$ cat config.mk
export PLATFORM = sky130hd
export DESIGN_NAME = psu_status_sequencer
export DESIGN_NICKNAME = d
export VERILOG_FILES = /design/src/verilog/psu_seq_pkg.sv /design/src/verilog/psu_status_sequencer.sv
export SDC_FILE = /design/constraint.sdc
export NUM_CORES = 1
export LEC_CHECK = 0
export BUFFER_PORTS_ARGS = -buffer_cell sky130_fd_sc_hd__buf_2
export CAP_MARGIN = 30
export CORE_ASPECT_RATIO = 1.4
export CORE_MARGIN = 1
export CORE_UTILIZATION = 35
export DETAILED_ROUTE_END_ITERATION = 8
export PLACE_DENSITY = 0.51
export RECOVER_POWER = 50
export SYNTH_ARGS = -nofsm -noshare
export SYNTH_HDL_FRONTEND = slang
export SYNTH_SLANG_ARGS = --single-unit
$ cat constraint.sdc
create_clock -name ref_clk -period 2.3 [get_ports ref_clk]
set_clock_uncertainty 0.1 [all_clocks]
set_input_delay 0.46 -clock ref_clk [delete_from_list [all_inputs] [get_ports ref_clk]]
set_output_delay 0.46 -clock ref_clk [all_outputs]
set_load 0.005 [all_outputs]
$ cat src/verilog/psu_seq_pkg.sv
// Constants for the supply status sequencer: input layout, reset levels, timing.
// Assumes one 25 MHz clock; all supervisory timing runs on a 1 ms tick.
package psu_seq_pkg;
   localparam int          CLK_HZ          = 25_000_000;
   localparam int          MS_PER_S        = 1000;
   localparam int          CYCLES_PER_MS   = CLK_HZ / MS_PER_S;
   localparam int          MS_W            = 12;
   localparam int          IN_W            = 7;

   // Positions in the synchronised input vector
   localparam int          IN_LINE         = 0;
   localparam int          IN_MAIN_ON_N    = 1;
   localparam int          IN_KILL         = 2;
   localparam int          IN_SEATED       = 3;
   localparam int          IN_FAIL         = 4;
   localparam int          IN_WARN         = 5;
   localparam int          IN_MAIN_GOOD    = 6;
   // Pulled-up pins read high until the filter has seen them
   localparam logic [6:0]  IN_RESET        = 7'h06;

   // Times in ms
   localparam logic [11:0] LINE_OK_START_MS = 12'h3E8; // 1000, inside the 2000 ms limit
   localparam logic [11:0] LINE_OK_DIP_MS   = 12'h032; // 50, inside the 100 ms limit
   localparam logic [11:0] LINE_OK_OFF_MS   = 12'h002; // 2, inside the 5 ms limit
   localparam logic [11:0] MAIN_HOLDUP_MS   = 12'h00A; // 10
   localparam logic [11:0] SB_HOLDUP_MS     = 12'h014; // 20
   localparam logic [11:0] SHORT_DIP_MS     = 12'h00A; // 10
   localparam logic [11:0] LONG_DIP_MS      = 12'h064; // 100
   localparam logic [11:0] MIN_OFF_MS       = 12'h5DC; // 1500, between 1 s and 2 s
   localparam logic [11:0] BLINK_HALF_MS    = 12'h1F4; // 500, 1 Hz at 50 percent

   typedef enum {ST_READY, ST_ON, ST_HOLD} main_state_e;
endpackage

$ cat src/verilog/psu_status_sequencer.sv
// Supervisory sequencer of a front-end supply: output enables, line-ok, front indicators.
// Assumes all seven status inputs are asynchronous pins; the far controller drives main_on_n and unplug_kill_in.
// Behaviour
// No line power: green and amber indicators both off; the indicators go dark only once standby_enable has also dropped.
// Supply failure: amber steady on, green off.
// Warning while operating: amber blinks, green off.
// Line present, standby up, main off: green blinks, amber off.
// All outputs on and regulated: green steady, amber off.
// Drive inserted_n low once the supply is fully seated.
// Unplug-kill is active high and drops the main output at once.
// Standby output stays enabled regardless of unplug-kill.
// Outputs start by themselves on valid line with main_on_n low.
// First start: line_ok_out rises within 2000 ms of valid line.
// After a dip: line_ok_out rises within 100 ms of line return.
// Line lost: line_ok_out falls within 5 ms.
// Main output stays off 1 to 2 s before it may restart.
// Outage under 10 ms is a short dip, 10 to 100 ms a long dip.
// Main output stays enabled at least 10 ms after line loss.
// main_on_n low enables main; toggling it clears latched faults.
// Failure outranks warning, warning outranks the green states.
// Indicator blink is about 1 Hz, 50 percent duty, from the clock.
`timescale 1ns/1ps
module psu_status_sequencer
#(
   parameter int TICK_CYCLES = psu_seq_pkg::CYCLES_PER_MS
)
(
   input  wire logic ref_clk,
   input  wire logic srst,
   input  wire logic line_valid,
   input  wire logic main_on_n,
   input  wire logic unplug_kill_in,
   input  wire logic seated,
   input  wire logic fail_in,
   input  wire logic warn_in,
   input  wire logic main_good,
   output logic      main_output,
   output logic      standby_enable,
   output logic      line_ok_out,
   output logic      led_green,
   output logic      led_amber,
   output logic      inserted_n,
   output logic      dip_short,
   output logic      dip_long
);
   localparam int MS_W = psu_seq_pkg::MS_W;

   function automatic logic [11:0] sat_inc(input logic [11:0] v);
      sat_inc = (v == 12'hFFF) ? v : v + 12'h001;
   endfunction

   logic [psu_seq_pkg::IN_W-1:0] sync1;
   logic [psu_seq_pkg::IN_W-1:0] sync2;
   logic [psu_seq_pkg::IN_W-1:0] sync3;
   logic [psu_seq_pkg::IN_W-1:0] filt;
   logic [14:0]                  tick_cnt;
   logic                         tick;
   logic [MS_W-1:0]              on_ms;
   logic [MS_W-1:0]              outage_ms;
   logic [MS_W-1:0]              off_ms;
   logic [MS_W-1:0]              blink_ms;
   logic                         blink;
   logic                         ever_up;
   logic                         fault_latched;
   logic                         main_on_n_q;
   psu_seq_pkg::main_state_e     state;
   psu_seq_pkg::main_state_e     next_state;

   wire [psu_seq_pkg::IN_W-1:0] raw = {main_good, warn_in, fail_in, seated, unplug_kill_in, main_on_n, line_valid};
   wire [psu_seq_pkg::IN_W-1:0] disagree = sync2 ^ sync3;
   wire [psu_seq_pkg::IN_W-1:0] next_filt = (sync3 & ~disagree) | (filt & disagree);

   wire line_s   = filt[psu_seq_pkg::IN_LINE];
   wire on_n_s   = filt[psu_seq_pkg::IN_MAIN_ON_N];
   wire kill_s   = filt[psu_seq_pkg::IN_KILL];
   wire seated_s = filt[psu_seq_pkg::IN_SEATED];
   wire fail_s   = filt[psu_seq_pkg::IN_FAIL];
   wire warn_s   = filt[psu_seq_pkg::IN_WARN];
   wire good_s   = filt[psu_seq_pkg::IN_MAIN_GOOD];

   // Any edge of main_on_n counts as a toggle
   wire on_n_toggle = on_n_s ^ main_on_n_q;
   wire fault_now   = fail_s | fault_latched;
   wire line_gone   = !line_s && outage_ms > psu_seq_pkg::MAIN_HOLDUP_MS;
   wire main_stop   = kill_s | on_n_s | fault_now | line_gone;
   wire main_start  = line_s & line_ok_out & !on_n_s & !kill_s & !fault_now;
   wire ok_delay_ok = on_ms >= (ever_up ? psu_seq_pkg::LINE_OK_DIP_MS : psu_seq_pkg::LINE_OK_START_MS);
   wire line_drop   = !line_s && outage_ms >= psu_seq_pkg::LINE_OK_OFF_MS;
   wire line_return = line_s && outage_ms != 12'h000;
   wire sb_on       = line_s || outage_ms < psu_seq_pkg::SB_HOLDUP_MS;

   // Indicator selection, highest priority first
   wire no_power    = !line_s && !standby_enable;
   wire next_amber  = no_power ? 1'b0 : fault_now ? 1'b1 : warn_s ? blink : 1'b0;
   wire next_green  = (no_power || fault_now || warn_s) ? 1'b0 :
                      (main_output && good_s) ? 1'b1 :
                      standby_enable ? blink : 1'b0;

   always_ff @(posedge ref_clk)
   begin
      if (srst)
      begin
         sync1 <= psu_seq_pkg::IN_RESET;
         sync2 <= psu_seq_pkg::IN_RESET;
         sync3 <= psu_seq_pkg::IN_RESET;
         filt  <= psu_seq_pkg::IN_RESET;
      end
      else
      begin
         sync1 <= raw;
         sync2 <= sync1;
         sync3 <= sync2;
         filt  <= next_filt;
      end
   end

   always_ff @(posedge ref_clk)
   begin
      if (srst || tick)
         tick_cnt <= 15'h0000;
      else
         tick_cnt <= tick_cnt + 15'h0001;
   end
   assign tick = (tick_cnt == 15'(TICK_CYCLES - 1));

   // Millisecond counters saturate so a long outage never wraps into a short one
   always_ff @(posedge ref_clk)
   begin
      if (srst)
      begin
         on_ms     <= 12'h000;
         outage_ms <= 12'hFFF; // Saturated: no standby hold-up before any line
      end
      else if (line_s)
      begin
         outage_ms <= 12'h000;
         if (tick)
            on_ms <= sat_inc(on_ms);
      end
      else
      begin
         on_ms <= 12'h000;
         if (tick)
            outage_ms <= sat_inc(outage_ms);
      end
   end

   always_ff @(posedge ref_clk)
   begin
      if (srst)
      begin
         dip_short <= 1'b0;
         dip_long  <= 1'b0;
      end
      else
      begin
         dip_short <= line_return && ever_up && outage_ms < psu_seq_pkg::SHORT_DIP_MS;
         dip_long  <= line_return && ever_up && outage_ms >= psu_seq_pkg::SHORT_DIP_MS
                      && outage_ms <= psu_seq_pkg::LONG_DIP_MS;
      end
   end

   // A loss beyond a long dip counts as a fresh start-up
   always_ff @(posedge ref_clk)
   begin
      if (srst)
         ever_up <= 1'b0;
      else if (line_ok_out)
         ever_up <= 1'b1;
      else if (!line_s && outage_ms > psu_seq_pkg::LONG_DIP_MS)
         ever_up <= 1'b0;
   end

   always_ff @(posedge ref_clk)
   begin
      if (srst)
         line_ok_out <= 1'b0;
      else if (line_drop)
         line_ok_out <= 1'b0;
      else if (line_s && ok_delay_ok)
         line_ok_out <= 1'b1;
   end

   // Fault set wins over a clear in the same cycle
   always_ff @(posedge ref_clk)
   begin
      if (srst)
      begin
         fault_latched <= 1'b0;
         main_on_n_q   <= 1'b1;
      end
      else
      begin
         main_on_n_q   <= on_n_s;
         fault_latched <= fail_s | (fault_latched & !on_n_toggle);
      end
   end

   always_comb
   begin
      next_state = state;
      case (state)
         psu_seq_pkg::ST_READY: if (main_start) next_state = psu_seq_pkg::ST_ON;
         psu_seq_pkg::ST_ON:    if (main_stop) next_state = psu_seq_pkg::ST_HOLD;
         psu_seq_pkg::ST_HOLD:  if (off_ms >= psu_seq_pkg::MIN_OFF_MS) next_state = psu_seq_pkg::ST_READY;
         default:               next_state = psu_seq_pkg::ST_READY;
      endcase
   end

   always_ff @(posedge ref_clk)
   begin
      if (srst)
      begin
         state       <= psu_seq_pkg::ST_READY;
         main_output <= 1'b0;
         off_ms      <= 12'h000;
      end
      else
      begin
         state       <= next_state;
         main_output <= (next_state == psu_seq_pkg::ST_ON);
         if (state != psu_seq_pkg::ST_HOLD)
            off_ms <= 12'h000;
         else if (tick)
            off_ms <= sat_inc(off_ms);
      end
   end

   always_ff @(posedge ref_clk)
   begin
      if (srst)
      begin
         blink_ms <= 12'h000;
         blink    <= 1'b0;
      end
      else if (tick)
      begin
         if (blink_ms == psu_seq_pkg::BLINK_HALF_MS - 12'h001)
         begin
            blink_ms <= 12'h000;
            blink    <= !blink;
         end
         else
            blink_ms <= blink_ms + 12'h001;
      end
   end

   always_ff @(posedge ref_clk)
   begin
      if (srst)
      begin
         standby_enable <= 1'b0;
         led_green      <= 1'b0;
         led_amber      <= 1'b0;
         inserted_n     <= 1'b1;
      end
      else
      begin
         standby_enable <= sb_on;
         led_green      <= next_green;
         led_amber      <= next_amber;
         inserted_n     <= !seated_s;
      end
   end
endmodule

==> out/qor.csv <==
metric,value,unit
fin_crit,2.17,ns
clk_pin_slew_worst_paths,0.06,ns
clock_buffer_count_from_cts,17,
drtIter0Drc,152,
pwr_density_cell,819,nW/µm²
worst_slew_margin_rel,51.7,%
final-setup-viol-count,0,
post_drt_via_cell_ratio,4.87,
drc,0,
num_antenna_cells,0,
tightestPinTransition,0.724,ns
antenna_found_initial,0,
cp_slowest_stage_delay,0.47,ns
synth.yosys.seq_area_share,50.6,%
io_pins,17,
whs,0.127,ns
async_reset_ff_share,0,%
met2_routed_wl,5.04,mm
post_dp_cell_area,5740,µm²
unrepaired_setup_endpoints_after_global_routing,false,
numClockSinks,135,
synth_cells,553,
met1Wirelength,4.57,mm
die_y,148,µm
type_of_the_setup_path_with_the_least_slack,reg2reg,
start_util,35.7,%
placeable_core_region,15000,µm²
ctsLongestPathBuffers,2,
number_of_input_and_output_port_buffers_inserted,16,
dr_vias,3941,
setup.worst_path.end_class,flop,
drv_cap,0,
syn_area_per_cell,9.66,µm²
yosys.cell_types.count,57,
maximum_number_of_pins_on_one_net_before_global_route_repair,41,
row_count,53,
design_area_final,6330,µm²
p_leak,0.00234,µW
dr_wl_met3,322,µm
grt_first_pass_wirelength,17.7,mm
routed_wirelength,10.1,mm
areaGrowthSynthToFinish,18.4,%
layout-drive-gt1-share,12.5,%
grtUsageTotal,14.2,%
cts_setup_buffers,0,
topRoutingLayerUsed,met4,
synthesis.yosys.warnings,0,
worst_ir_drop_vdd,0.000363,V
first_global_vias,3792,
grt_remaining_overflow,0,
crit_chain,"ha_1, and4b_4, nand4_2, or3_4, or3_1, a21oi_1",
cts_hold_buf,0,
drt.antenna.violating_nets,0,
hold_viol_final,0,
drv_slew,0,
die-width,106,µm
crit_required,2.54,ns
synth_enable_flop_cells,0,
worst_hold_path_type,in2reg,
worstSetupStartpointType,flop,
fin_crit_sh,94.2,%
design.die.area,15800,µm²
clock-root-buffer,clkbuf_16,
final_weighted_congestion_in_routability_driven_placement,0.814,
syn-cell-area,5340,µm²
worst_slack,0.134,ns
upper_clock_frequency_limit,0.462,GHz
final_nets,628,
clock_latency_reported_for_the_late_side_of_the_worst_skew_pair,0.42,ns
critical_path.max_fanout,5,
critical-path-slowest-cell,or3_4,
router_iterations_before_antenna_repair,4,
detail_route.wl_per_cell,12.5,µm
htree_levels,4,
postSynthRegisterBits,135,
fin_setup_tns,0,ns
run_status,"complete, no violations",
synthFlopType,dfxtp_1,
dp.final_hpwl,7.04,mm
critPathArrivalTime,2.40,ns
tritoncts,done,
dpl_worst_slack,0.120,ns
[synthesized netlist by cell type, drive strengths merged, types with 14 or more instances]
library cell,n,area (µm²)
dfxtp,135,2700
nor2,62,233
xnor2,31,272
nand2,28,105
nand4,25,163
a21oi,24,120
nor2b,18,113
nor4,18,140
inv,17,63.8
nand3,17,85.1
xor2,17,149
o21ai,16,80.1
ha,15,188
clkbuf,14,52.6
[layer usage]
| metal | vias up | GRT usage (%) |
|---|---|---|
| met5 | - | 0 |
| met4 | 0 | 6.10 |
| met3 | 15 | 4.16 |
| met2 | 50 | 24.1 |
| met1 | 1849 | 16.4 |
| li1 | 2027 | - |
[per-stage QoR]
step                      total power, µW  std cells  util (%)
after floorplan                      2510        582         -
after global placement               2530        777      38.3
after detailed placement             2530        777      38.3
after CTS                            5270        809      42.3
after global routing                 5390        809      42.2
final                                5180        809      42.2
[critical path, delay by kind of cell, from the launching register on]
family	cells	cell delay, ns
adder cells (fa/ha/maj)	1	0.24
flip-flops	1	0.38
AO/OA/AOI/OAI	1	0.16
AND/OR/NAND/NOR	4	1.22
[layout by cell type (no fill, tap or decap), types with 3 or more instances in the layout]
cell | Yosys | routed
a211oi_1 | 3 | 3
a21o_1 | 7 | 7
a21oi_1 | 24 | 24
a31oi_1 | 3 | 3
and2_1 | 3 | 3
and3_1 | 10 | 10
and4_1 | 7 | 7
buf_2 | 5 | 10
buf_4 | 0 | 6
clkbuf_1 | 14 | 6
clkbuf_16 | 0 | 17
conb_1 | 1 | 30
dfxtp_1 | 135 | 135
ha_1 | 15 | 15
inv_1 | 17 | 17
inv_6 | 0 | 7
inv_8 | 0 | 3
nand2_1 | 28 | 28
nand2b_1 | 4 | 4
nand3_1 | 17 | 17
nand4_1 | 24 | 24
nor2_1 | 62 | 61
nor2b_1 | 18 | 18
nor3_1 | 11 | 11
nor3b_1 | 4 | 4
nor4_1 | 15 | 15
nor4b_2 | 3 | 3
o21ai_0 | 16 | 16
o21bai_1 | 6 | 6
or2_2 | 8 | 8
or3_1 | 7 | 7
or4_1 | 3 | 3
xnor2_1 | 31 | 31
xor2_1 | 17 | 17
[logic make-up after synthesis]
family,count (synthesis),share of synthesized area (%)
AOI/OAI and AO/OA,78,9.62
xor gates and xnor gates,48,7.87
adders and majority gates,15,3.51
buffers and inverters,39,3.28
DFF,135,50.6
muxes,1,0.187
other,1,0.0702
and+or+nand+nor,236,24.9
[area by class of cell]
cell class,instances,area [µm²]
Fill cell,1541,8660
Clock buffer,18,439
Timing Repair Buffer,25,146
Inverter,17,63.8
Multi-Input combinational cell,408,2580
Sequential cell,135,2700
Tap cell,192,240
Clock inverter,14,156
[power breakdown]
| part | leakage (µW) | switching [µW] | internal (µW) |
|---|---|---|---|
| clock | 0.000288 | 1140 | 1570 |
| combinational | 0.000950 | 42.5 | 28.1 |
| sequential | 0.00110 | 18.7 | 2390 |
[repair_timing]
action | in CTS | in global routing
endpoints found under the hold margin | 0 | 0
resized for setup | 0 | 1
endpoints found under the setup margin | 0 | 2
[sequential cells by signal, indices dropped and copies added (netlist names), 7 cells and up, named ones only]
| register | count |
|---|---|
| sync2 | 7 |
| off_ms | 12 |
| sync3 | 7 |
| on_ms | 12 |
| state | 32 |
| blink_ms | 12 |
| sync1 | 7 |
| tick_cnt | 15 |
| outage_ms | 12 |
[final timing paths]
path         cells past startpoint  slack [ns]              startpoint                      end
max                              6        0.13  tick_cnt[0]$_SDFF_PP0_  off_ms[10]$_SDFFE_PP0P_
min                              2        0.13          unplug_kill_in      sync1[2]$_SDFF_PP1_
max reg2reg                      6        0.13  tick_cnt[0]$_SDFF_PP0_  off_ms[10]$_SDFFE_PP0P_
min reg2reg                      1        0.31     sync1[2]$_SDFF_PP1_      sync2[2]$_SDFF_PP1_
No activity file was read; power rests on OpenSTA's default activity.
